## config.mk

```make
export PLATFORM = sky130hd
export DESIGN_NAME = trap_top
export DESIGN_NICKNAME = d
export VERILOG_FILES = /design/src/logic/trap_pkg.sv /design/src/logic/trap_top.sv
export SDC_FILE = /design/constraint.sdc
export NUM_CORES = 1
export LEC_CHECK = 0
export ABC_AREA = 1
export ABC_CLOCK_PERIOD_IN_PS = 4100
export BUFFER_PORTS_ARGS = -buffer_cell sky130_fd_sc_hd__buf_2
export CORE_ASPECT_RATIO = 0.9
export CORE_MARGIN = 5
export CORE_UTILIZATION = 50
export CTS_CLUSTER_SIZE = 8
export DETAILED_ROUTE_END_ITERATION = 16
export PLACE_DENSITY = 0.66
export SLEW_MARGIN = 5
export SYNTH_ARGS = -nofsm -noshare
export SYNTH_HDL_FRONTEND = slang
export SYNTH_SLANG_ARGS = --single-unit
```

## constraint.sdc

```tcl
create_clock -name REF_CLK -period 4.1 [get_ports REF_CLK]
set_input_delay 0.82 -clock REF_CLK [delete_from_list [all_inputs] [get_ports REF_CLK]]
set_output_delay 0.82 -clock REF_CLK [all_outputs]
set_load 0.1 [all_outputs]
```

## src/logic/trap_pkg.sv

```systemverilog
// trap_pkg: constants for the two-channel terminal register access port
// assumes: a single 10 MHz clock domain, AXI4-Lite at the software side
package trap_pkg;
	localparam int CHANNELS = 2;
	localparam int REG_COUNT = 64;
	localparam int IDX_W = 6;
	localparam int BIT_REGMODE = 7;
	localparam int BIT_WRITE = 6;
	localparam logic [5:0] REG_TYPE_ID = 6'h08;
	localparam logic [5:0] REG_FIRMWARE = 6'h09;
	localparam logic [5:0] REG_CODE_WORD = 6'h1f;
	localparam logic [15:0] CODE_WORD_UNLOCK = 16'h1235;
	localparam logic [15:0] USER_REG_RESET = 16'h0000;
	localparam logic [7:0] STATUS_RESET = 8'h00;
	// byte addresses of the software-visible words
	localparam logic [3:0] ADDR_CH1_OUT = 4'h0;
	localparam logic [3:0] ADDR_CH2_OUT = 4'h4;
	localparam logic [3:0] ADDR_CH1_IN = 4'h8;
	localparam logic [3:0] ADDR_CH2_IN = 4'hc;
	localparam logic [1:0] RESP_OKAY = 2'b00;
	localparam logic [1:0] RESP_SLVERR = 2'b10;
	typedef enum logic [1:0] {
		ST_IDLE = 2'b00,
		ST_ACCESS = 2'b01,
		ST_ANSWER = 2'b10
	} trap_acc_type;
endpackage

```

## src/logic/trap_top.sv

```systemverilog
// trap_top: process-image register access port of a two-channel pwm terminal
// assumes: AXI4-Lite master writes control/data words, reads status/data
`timescale 1ns/1ps
module trap_top #(
	parameter logic [15:0] TYPE_ID = 16'h1234, // arbitrary identifier value
	parameter logic [15:0] FIRMWARE_ID = 16'h0001 // arbitrary version value
) (
	input wire logic REF_CLK, // 10 MHz clock
	input wire logic RESET_N, // synchronous reset, active low
	input wire logic [3:0] S_AXI_AWADDR, // write address
	input wire logic S_AXI_AWVALID, // write address valid
	output logic S_AXI_AWREADY, // write address ready
	input wire logic [31:0] S_AXI_WDATA, // write data
	input wire logic [3:0] S_AXI_WSTRB, // write byte strobes
	input wire logic S_AXI_WVALID, // write data valid
	output logic S_AXI_WREADY, // write data ready
	output logic [1:0] S_AXI_BRESP, // write response
	output logic S_AXI_BVALID, // write response valid
	input wire logic S_AXI_BREADY, // write response ready
	input wire logic [3:0] S_AXI_ARADDR, // read address
	input wire logic S_AXI_ARVALID, // read address valid
	output logic S_AXI_ARREADY, // read address ready
	output logic [31:0] S_AXI_RDATA, // read data
	output logic [1:0] S_AXI_RRESP, // read response
	output logic S_AXI_RVALID, // read data valid
	input wire logic S_AXI_RREADY, // read data ready
	output logic [15:0] CH1_PROCESS_VALUE, // channel 1 pwm setpoint
	output logic [15:0] CH2_PROCESS_VALUE, // channel 2 pwm setpoint
	output logic REGS_UNLOCKED // user registers writable
);
	// outbound image, one word per channel: control, data low, data high
	logic [7:0] channel_control_byte [trap_pkg::CHANNELS];
	logic [7:0] data_low_byte [trap_pkg::CHANNELS];
	logic [7:0] data_high_byte [trap_pkg::CHANNELS];
	logic [7:0] channel_status_byte [trap_pkg::CHANNELS];
	logic [15:0] data_in_word [trap_pkg::CHANNELS];
	logic [15:0] process_value [trap_pkg::CHANNELS];
	logic [7:0] last_control [trap_pkg::CHANNELS];
	logic ctrl_changed [trap_pkg::CHANNELS];
	logic [15:0] reg_file [trap_pkg::REG_COUNT];
	logic unlocked;
	logic aw_held;
	logic w_held;
	logic [3:0] aw_addr;
	logic [31:0] w_data;
	logic [3:0] w_strb;
	wire do_write = aw_held && w_held && !S_AXI_BVALID;
	wire do_read = S_AXI_ARVALID && S_AXI_ARREADY;
	wire write_ch1 = aw_addr == trap_pkg::ADDR_CH1_OUT;
	wire write_ch2 = aw_addr == trap_pkg::ADDR_CH2_OUT;
	wire write_hit = write_ch1 || write_ch2;
	// access engine: one channel served at a time, channel 1 first
	trap_pkg::trap_acc_type state;
	trap_pkg::trap_acc_type next_state;
	logic acc_ch;
	logic [7:0] acc_ctrl;
	logic [15:0] acc_data;
	wire [5:0] acc_index = acc_ctrl[trap_pkg::IDX_W-1:0];
	wire acc_is_write = acc_ctrl[trap_pkg::BIT_WRITE];
	wire pend0 = ctrl_changed[0];
	wire pend1 = ctrl_changed[1];
	wire start = state == trap_pkg::ST_IDLE && (pend0 || pend1);
	wire start_ch = !pend0;
	wire write_allowed = unlocked || acc_index == trap_pkg::REG_CODE_WORD;
	wire [15:0] read_value =
		acc_index == trap_pkg::REG_TYPE_ID ? TYPE_ID :
		acc_index == trap_pkg::REG_FIRMWARE ? FIRMWARE_ID :
		reg_file[acc_index];

	always_comb
	begin
		next_state = state;
		case (state)
			trap_pkg::ST_IDLE:
				if (start)
					next_state = trap_pkg::ST_ACCESS;
			trap_pkg::ST_ACCESS:
				next_state = trap_pkg::ST_ANSWER;
			trap_pkg::ST_ANSWER:
				next_state = trap_pkg::ST_IDLE;
			default:
				next_state = trap_pkg::ST_IDLE;
		endcase
	end

	// axi write channels: address and data taken in either order
	always_ff @(posedge REF_CLK)
	begin
		if (!RESET_N)
		begin
			aw_held <= 1'b0;
			w_held <= 1'b0;
			// readies are flops that hold the complement of the held flags
			S_AXI_AWREADY <= 1'b1;
			S_AXI_WREADY <= 1'b1;
			aw_addr <= 4'h0;
			w_data <= 32'h0;
			w_strb <= 4'h0;
			S_AXI_BVALID <= 1'b0;
			S_AXI_BRESP <= trap_pkg::RESP_OKAY;
		end
		else
		begin
			if (S_AXI_AWVALID && S_AXI_AWREADY)
			begin
				aw_held <= 1'b1;
				S_AXI_AWREADY <= 1'b0;
				aw_addr <= S_AXI_AWADDR;
			end
			if (S_AXI_WVALID && S_AXI_WREADY)
			begin
				w_held <= 1'b1;
				S_AXI_WREADY <= 1'b0;
				w_data <= S_AXI_WDATA;
				w_strb <= S_AXI_WSTRB;
			end
			if (do_write)
			begin
				aw_held <= 1'b0;
				w_held <= 1'b0;
				S_AXI_AWREADY <= 1'b1;
				S_AXI_WREADY <= 1'b1;
				S_AXI_BVALID <= 1'b1;
				S_AXI_BRESP <= write_hit ? trap_pkg::RESP_OKAY :
					trap_pkg::RESP_SLVERR;
			end
			else if (S_AXI_BVALID && S_AXI_BREADY)
				S_AXI_BVALID <= 1'b0;
		end
	end

	// per-channel output image and change detection
	generate
		for (genvar ch = 0; ch < trap_pkg::CHANNELS; ch++)
		begin : g_ch
			wire hit = do_write && (ch == 0 ? write_ch1 : write_ch2);
			wire served = state == trap_pkg::ST_ANSWER && acc_ch == ch;
			always_ff @(posedge REF_CLK)
			begin
				if (!RESET_N)
				begin
					channel_control_byte[ch] <= 8'h00;
					data_low_byte[ch] <= 8'h00;
					data_high_byte[ch] <= 8'h00;
					process_value[ch] <= 16'h0000;
					last_control[ch] <= 8'h00;
					ctrl_changed[ch] <= 1'b0;
					channel_status_byte[ch] <= trap_pkg::STATUS_RESET;
					data_in_word[ch] <= 16'h0000;
				end
				else
				begin
					if (hit && w_strb[0])
						channel_control_byte[ch] <= w_data[7:0];
					if (hit && w_strb[1])
						data_low_byte[ch] <= w_data[15:8];
					if (hit && w_strb[2])
						data_high_byte[ch] <= w_data[23:16];
					// register mode freezes the pwm value
					if (!channel_control_byte[ch][trap_pkg::BIT_REGMODE])
					begin
						process_value[ch] <=
							{data_high_byte[ch], data_low_byte[ch]};
						channel_status_byte[ch] <= channel_control_byte[ch];
						last_control[ch] <= channel_control_byte[ch];
						data_in_word[ch] <= 16'h0000;
					end
					// a new control value requests one access; clear wins
					if (channel_control_byte[ch][trap_pkg::BIT_REGMODE]
						&& channel_control_byte[ch] != last_control[ch]
						&& !(start && start_ch == ch))
					begin
						ctrl_changed[ch] <= 1'b1;
						last_control[ch] <= channel_control_byte[ch];
					end
					else if (start && start_ch == ch)
						ctrl_changed[ch] <= 1'b0;
					if (served)
					begin
						if (acc_is_write)
						begin
							channel_status_byte[ch] <= acc_ctrl &
								~(8'h01 << trap_pkg::BIT_WRITE);
							data_in_word[ch] <= 16'h0000;
						end
						else
						begin
							channel_status_byte[ch] <= acc_ctrl;
							data_in_word[ch] <= read_value;
						end
					end
				end
			end
		end
	endgenerate

	// access engine and register set
	always_ff @(posedge REF_CLK)
	begin
		if (!RESET_N)
		begin
			state <= trap_pkg::ST_IDLE;
			acc_ch <= 1'b0;
			acc_ctrl <= 8'h00;
			acc_data <= 16'h0000;
			unlocked <= 1'b0;
		end
		else
		begin
			state <= next_state;
			if (start)
			begin
				acc_ch <= start_ch;
				acc_ctrl <= last_control[start_ch];
				acc_data <= {data_high_byte[start_ch],
					data_low_byte[start_ch]};
			end
			if (state == trap_pkg::ST_ACCESS && acc_is_write
				&& acc_index == trap_pkg::REG_CODE_WORD)
				unlocked <= acc_data == trap_pkg::CODE_WORD_UNLOCK;
		end
	end

	// the register array has no reset so it can map onto plain storage
	always_ff @(posedge REF_CLK)
	begin
		if (state == trap_pkg::ST_ACCESS && acc_is_write && write_allowed)
			reg_file[acc_index] <= acc_data;
	end

	// axi read channel: an out and an in word per channel, control or status in low byte
	wire [3:0] rd_addr = S_AXI_ARADDR;
	wire [31:0] rd_word =
		rd_addr == trap_pkg::ADDR_CH1_OUT ? {8'h00, data_high_byte[0],
			data_low_byte[0], channel_control_byte[0]} :
		rd_addr == trap_pkg::ADDR_CH2_OUT ? {8'h00, data_high_byte[1],
			data_low_byte[1], channel_control_byte[1]} :
		rd_addr == trap_pkg::ADDR_CH1_IN ? {8'h00, data_in_word[0],
			channel_status_byte[0]} :
		{8'h00, data_in_word[1], channel_status_byte[1]};

	always_ff @(posedge REF_CLK)
	begin
		if (!RESET_N)
		begin
			S_AXI_RVALID <= 1'b0;
			S_AXI_RDATA <= 32'h0;
			S_AXI_RRESP <= trap_pkg::RESP_OKAY;
			S_AXI_ARREADY <= 1'b0;
		end
		else
		begin
			S_AXI_ARREADY <= !S_AXI_RVALID && !S_AXI_ARREADY;
			if (do_read)
			begin
				S_AXI_RVALID <= 1'b1;
				S_AXI_RDATA <= rd_word;
				S_AXI_RRESP <= rd_addr[1:0] == 2'b00 ?
					trap_pkg::RESP_OKAY : trap_pkg::RESP_SLVERR;
				S_AXI_ARREADY <= 1'b0;
			end
			else if (S_AXI_RVALID && S_AXI_RREADY)
				S_AXI_RVALID <= 1'b0;
		end
	end

	always_ff @(posedge REF_CLK)
	begin
		if (!RESET_N)
		begin
			CH1_PROCESS_VALUE <= 16'h0000;
			CH2_PROCESS_VALUE <= 16'h0000;
			REGS_UNLOCKED <= 1'b0;
		end
		else
		begin
			CH1_PROCESS_VALUE <= process_value[0];
			CH2_PROCESS_VALUE <= process_value[1];
			REGS_UNLOCKED <= unlocked;
		end
	end

	AST_ACK_WRITE: assert property (@(posedge REF_CLK)
		disable iff (!RESET_N)
		state == trap_pkg::ST_ANSWER && acc_is_write && acc_ch == 1'b0
		|=> channel_status_byte[0] == {acc_ctrl[7], 1'b0, acc_ctrl[5:0]})
		else $error("write ack not control with bit 6 clear");
	AST_ECHO_READ: assert property (@(posedge REF_CLK)
		disable iff (!RESET_N)
		state == trap_pkg::ST_ANSWER && !acc_is_write && acc_ch == 1'b0
		|=> channel_status_byte[0] == $past(acc_ctrl))
		else $error("read status does not echo control");
	AST_HOLD_PWM: assert property (@(posedge REF_CLK)
		disable iff (!RESET_N)
		channel_control_byte[0][7] && $past(channel_control_byte[0][7])
		|-> $stable(process_value[0]))
		else $error("process value moved in register mode");
	// compare with the stored word itself: registers 8 and 9 read constants
	AST_LOCK: assert property (@(posedge REF_CLK)
		disable iff (!RESET_N)
		state == trap_pkg::ST_ACCESS && acc_is_write && !unlocked
		&& acc_index != trap_pkg::REG_CODE_WORD
		|=> reg_file[$past(acc_index)] == $past(reg_file[acc_index]))
		else $error("locked register was written");
	AST_UNLOCK: assert property (@(posedge REF_CLK)
		disable iff (!RESET_N)
		state == trap_pkg::ST_ACCESS && acc_is_write
		&& acc_index == trap_pkg::REG_CODE_WORD
		|=> unlocked == ($past(acc_data) == trap_pkg::CODE_WORD_UNLOCK))
		else $error("code word did not set lock state");
	AST_SEQ: assert property (@(posedge REF_CLK)
		disable iff (!RESET_N)
		start |=> state == trap_pkg::ST_ACCESS ##1
		state == trap_pkg::ST_ANSWER ##1 state == trap_pkg::ST_IDLE)
		else $error("access sequence broken");
	AST_READ_DATA: assert property (@(posedge REF_CLK)
		disable iff (!RESET_N)
		state == trap_pkg::ST_ANSWER && !acc_is_write && acc_ch == 1'b1
		|=> data_in_word[1] == $past(read_value))
		else $error("read data not returned");
	AST_BRESP: assert property (@(posedge REF_CLK)
		disable iff (!RESET_N)
		do_write |=> S_AXI_BVALID)
		else $error("write response missing");
	// an answer landing in the same cycle outranks the process mirror
	AST_MIRROR: assert property (@(posedge REF_CLK)
		disable iff (!RESET_N)
		!channel_control_byte[1][trap_pkg::BIT_REGMODE]
		&& !(state == trap_pkg::ST_ANSWER && acc_ch == 1'b1)
		|=> channel_status_byte[1] == $past(channel_control_byte[1])
		&& data_in_word[1] == 16'h0000)
		else $error("process mode status does not mirror control");
endmodule // trap_top

```

# Word-level counts from Yosys, hierarchy flattened
# Memories as Yosys holds them, arrays and structs flattened. A register that Yosys moved wholly into a read port is not among the register bits.
# Cells that the tools add are included.
dict set report classes {
  n_bitwise 30
  reduce_logical 50
  muxes 96
  n_eq_ne 12
}
# cell n
set op_table {}
lappend op_table {{16-bit two-way mux} 10}
lappend op_table {{8-bit two-way mux} 16}
lappend op_table {{24-bit two-way mux} 3}
lappend op_table {{1-bit two-way mux} 63}
lappend op_table {{1-bit logical AND} 28}
lappend op_table {{1-bit OR} 28}
lappend op_table {{16-bit by 13-bit == test with 1-bit output (second input constant)} 1}
lappend op_table {{8-bit != test} 2}
lappend op_table {{6-bit by 4-bit == test with 1-bit output (second input constant)} 2}
lappend op_table {{1-bit logical NOT} 11}
lappend op_table {{4-bit by 3-bit == test with 1-bit output (second input constant)} 2}
lappend op_table {{4-bit logical NOT} 2}
lappend op_table {{6-bit by 5-bit == test with 1-bit output (second input constant)} 1}
lappend op_table {{2-bit two-way mux} 3}
lappend op_table {{4-bit == test (second input constant)} 1}
lappend op_table {{2-bit logical NOT} 2}
lappend op_table {{2-bit one-hot mux with 2 select lines} 1}
lappend op_table {{2-bit nonzero test} 2}
lappend op_table {{2-bit OR reduction} 2}
lappend op_table {{1-bit logical OR} 3}
lappend op_table {{2-bit by 1-bit == test with 1-bit output (second input constant)} 1}
lappend op_table {{2-bit == test (second input constant)} 1}
lappend op_table {{2-bit != test (second input constant)} 1}
lappend op_table {{1-bit inverter} 2}
dict set report word_totals {
  ff_bits 79
  output_inout_bits 74
  input_bits 51
  word_cells 214
  ramBits 1170
  memories 9
}
# memory depth word_bits rd rd_clocked_by_memory_dff write_ports line_no
set mem_list {}
lappend mem_list {reg_file 64 16 1 0 1 trap_top.sv:40} ;# logic [15:0] reg_file [trap_pkg::REG_COUNT];
lappend mem_list {data_in_word 2 16 2 0 2 trap_top.sv:36} ;# logic [15:0] data_in_word [trap_pkg::CHANNELS];
lappend mem_list {process_value 2 16 2 2 2 trap_top.sv:37} ;# logic [15:0] process_value [trap_pkg::CHANNELS];
lappend mem_list {channel_control_byte 2 8 2 0 2 trap_top.sv:32} ;# logic [7:0] channel_control_byte [trap_pkg::CHANNELS];
lappend mem_list {channel_status_byte 2 8 2 0 2 trap_top.sv:35} ;# logic [7:0] channel_status_byte [trap_pkg::CHANNELS];
lappend mem_list {data_high_byte 2 8 3 1 2 trap_top.sv:34} ;# logic [7:0] data_high_byte [trap_pkg::CHANNELS];
lappend mem_list {{3 more memories} - - - - - -}

# Logic depth before layout (Yosys ltp)
# An unclocked memory read counts as a cell.
dict set report depth {
  ltp_word 11
  mapped_depth 15
  mapped_depth_nobuf 13
}

# Worst setup path after synthesis
# No wires, ideal clock.
dict set report synth_timing {
  path_kind {register to register}
  startpoint {reg acc_ctrl[2], read port of last_control}
  endpoint {mem reg_file[0][0], enable pin}
  t_required_ns 3.712
  setup_slack_ns 1.112
  synth_period_minus_slack_ns 2.988
  arrival_time_ns 2.599
  setup_time_ns 0.388
  path_buffers 1
  path_stages_with_launch 10
  cell_sequence {dfxtp_1 -> buf_2 -> nand2_2 -> nor2_4 -> inv_2 -> nor3_4 -> nor2_2 -> nor2_8 -> nand2_2 -> nor2_1}
}
dict set report synth_via {
  elab_chain_len 5
}
# element line_no
set synth_lines {}
lappend synth_lines {{from (decl)} trap_top.sv:56} ;# logic [7:0] acc_ctrl;
lappend synth_lines {{6-bit by 5-bit == test with 1-bit output} trap_top.sv:64} ;# wire write_allowed = unlocked || acc_index == trap_pkg::REG_CODE_WORD;
lappend synth_lines {{1-bit logical OR} trap_top.sv:64}
lappend synth_lines {{1-bit logical AND} trap_top.sv:227} ;# if (state == trap_pkg::ST_ACCESS && acc_is_write && write_allowed)
lappend synth_lines {{1-bit two-way mux} trap_top.sv:227}
lappend synth_lines {{1-bit two-way mux (not written as such)} trap_top.sv:228} ;# reg_file[acc_index] <= acc_data;
lappend synth_lines {{to (decl)} trap_top.sv:40}
# Parallel ways exist; a longest one is shown, timed or not.

# Final worst setup path
dict set report layout_timing {
  startpoint {reg acc_ctrl[2], read port of last_control}
  endpoint {mem reg_file[50][14], enable pin}
}
# The elaborated chain is that of the path after synthesis.

==> out/qor.yml <==
status:
  status: "finished clean"
run:
  cap_violations: 0
floorplanning:
  fp.dieArea_um2: 114000
  initial_core_util: 0.502
  die_h_um: 321
  core_um2: 107000
  ioPinCount: 125
  row_count: 114
  die_w_um: 355
synthesis:
  ys_seq_area_frac: 0.700
  avgSynthCellArea_um2: 10.3
  synth.distinct_cells: 39
  synth_enable_flop_cells: 1168
  synth_warnings: 0
  async_reset_ff_frac: 0
  syn_inst: 5233
  ys.flop_type: "edfxtp_1"
  synth.cell_area_um2: 53700
  synth-seq-cells: 1294
global_routing:
  grt_overflow: 0
  grt_pass1_vias: 34300
  grt_usage: 0.243
  grt_pass1_wl_um: 210000
  antenna_found_initial: 4
  grt_max_degree: 133
routing:
  vias: 36600
  avgRoutedWirePerCell_um: 20.3
  detail-route-antenna-nets: 0
  firstDrtPassIters: 6
  routed_wl_um: 140000
  drcViolationCount: 0
  drtIter0Drc: 3948
  route.met2.wl_um: 63600
  met1_length_um: 59000
  dr.max_layer_used: "met5"
  via_per_inst: 5.31
  dr_wl_met3_um: 13300
pwr:
  seq_power_share: 0.488
  p_leak_nw: 25.4
  p_sw_frac: 0.244
  clock_power_share: 0.438
  p_switching_mw: 7.42
  power.total_mw: 30.5
  vdd_drop_max_mv: 0.459
  power_frac_comb: 0.075
  p_per_area_nw_per_um2: 498
  intPower_mw: 23.0
cts:
  h-tree-depth: 4
  cts_buffers: 179
  clkTransAtPathRegs_ns: 0.05
  cts_buffer_depth: 3
  ctsHoldBuffers: 0
  clock_latency_ns: 0.80
  cts_setup_buffers: 0
  clock_sinks: 1294
  cts_tree: "done"
  clock_tree.root_cell: "clkbuf_16"
  cts.repair.resized: 0
timing:
  tns_ns: 0
  slew_headroom: 0.236
  setup_viol_count_final: 0
  fin_crit_ns: 3.20
  grt_setup_unrepaired: "no"
  max_freq_mhz: 312
  fin_worst_skew_ns: 0.0409
  fin_crit_sh: 0.781
  hold_viol_final: 0
  worst_slew_pin_slew_ns: 1.14
  drv_slew: 0
layout:
  layout_common_cells: "2238 x nand2_1, 1168 x edfxtp_1, 453 x inv_1"
  final_common_cell: "nand2_1"
  drive_above_1_share: 0.0944
  nNetsFinal: 5476
  area_growth_pct: 14.0
critical_path:
  crit_type: "reg2reg"
  cp-start-kind: "flop"
  worstPathRequired_ns: 4.55
  crit_start: "acc_ctrl[2]"
  cp_max_fo: 35
  r2r-start: "acc_ctrl[2]"
  cp-end-kind: "flop"
  arrival_ns: 3.66
min_path:
  hold_path_class: "in2reg"
  hold_start: "S_AXI_BREADY"
placement:
  dpl.hpwl_um: 84400
  place.gp.congestion: 0.882
  placement.io_buffers: 105
-- per-layer routing --
metal | global-route usage | vias up
met4 | 0.0836 | 2
met5 | 0 | -
met1 | 0.347 | 17400
met3 | 0.0552 | 258
li1 | - | 17400
met2 | 0.373 | 1550
-- cells by family (layout without fill, tap and decap cells) --
group	count (synthesis)	count (layout)	share of synthesized area
AO/OA/AOI/OAI	425	425	0.0418
buffers and inverters	719	972	0.0538
AND/OR/NAND/NOR	2784	2784	0.203
other	1	13	0.0000698
flip-flops	1294	1294	0.700
XOR/XNOR	10	10	0.00163
-- path summary, 6_finish.rpt --
check	slack, ns	to	depth (start not counted)
min reg2reg	0.42	CH2_PROCESS_VALUE[11]	2
max	0.90	reg_file[50][14]	7
min	0.29	S_AXI_BVALID	4
max reg2reg	0.90	reg_file[50][14]	7
-- critical path: stages, from the launching register on --
cell	delay, ns
dfxtp_4	0.50
inv_2	0.18
buf_4	0.34
nand2_1	0.32
nor2_1	0.54
nand2_2	0.44
nor2_1	0.20
buf_4	0.32
-- state kept, by name, summed over array words and instances (netlist names), 16 cells and up --
signal                count
last_control             16
CH2_PROCESS_VALUE        16
channel_control_byte     16
w_data                   24
S_AXI_RDATA              24
channel_status_byte      16
reg_file               1023
CH1_PROCESS_VALUE        16
acc_data                 16
data_high_byte           16
data_low_byte            16
process_value            32
data_in_word             32
-- cells in the mapped netlist (all sizes together), types with 4 or more instances --
cell    count  area (um^2)
o22ai       6         37.5
inv       460         1730
a21oi     144          721
clkinv      4         15.0
nand2    2243         8430
xor2        6         52.6
o211ai     12         90.1
o21ai     210         1050
edfxtp   1168        35100
clkbuf    107          402
nand3     172          911
xnor2       4         35.0
buf       148          747
nor3       16         91.3
dfxtp     126         2520
a31oi      48          300
or2        26          163
nor2      320         1230
-- power by group through the flow --
stage               combinational [mW]  clock, mW  sequential [mW]
floorplan                         1.23          0             15.3
global placement                  2.22          0             15.1
detailed placement                2.25          0             15.1
CTS                               2.26       13.5             14.9
global route                      2.49       14.1             14.9
finish                            2.27       13.3             14.9
-- metrics by stage --
| step | instances | hold slack [ns] | setup slack (ns) | util | instance area [um^2] |
|---|---|---|---|---|---|
| global route | 6887 | 0.279 | 0.755 | 0.572 | 61200 |
| finish | 6890 | 0.287 | 0.897 | 0.572 | 61200 |
| detailed placement | 6636 | 0.415 | 0.965 | 0.525 | 56200 |
| global placement | 6636 | 0.417 | 1.01 | 0.525 | 56200 |
| CTS | 6887 | 0.233 | 0.962 | 0.572 | 61200 |
| floorplan | 5242 | 0.406 | 1.11 | - | 53700 |
-- final cells by class --
class	instances	area (um^2)
antenna	3	7.51
clock buffer	235	4690
clock inverter	16	330
fill	8810	45800
inverter	464	1750
multi-input combinational	3229	13300
sequential	1294	37600
tap	1392	1740
timing repair buffer	257	1750
Power figures use the tool's default switching activity.
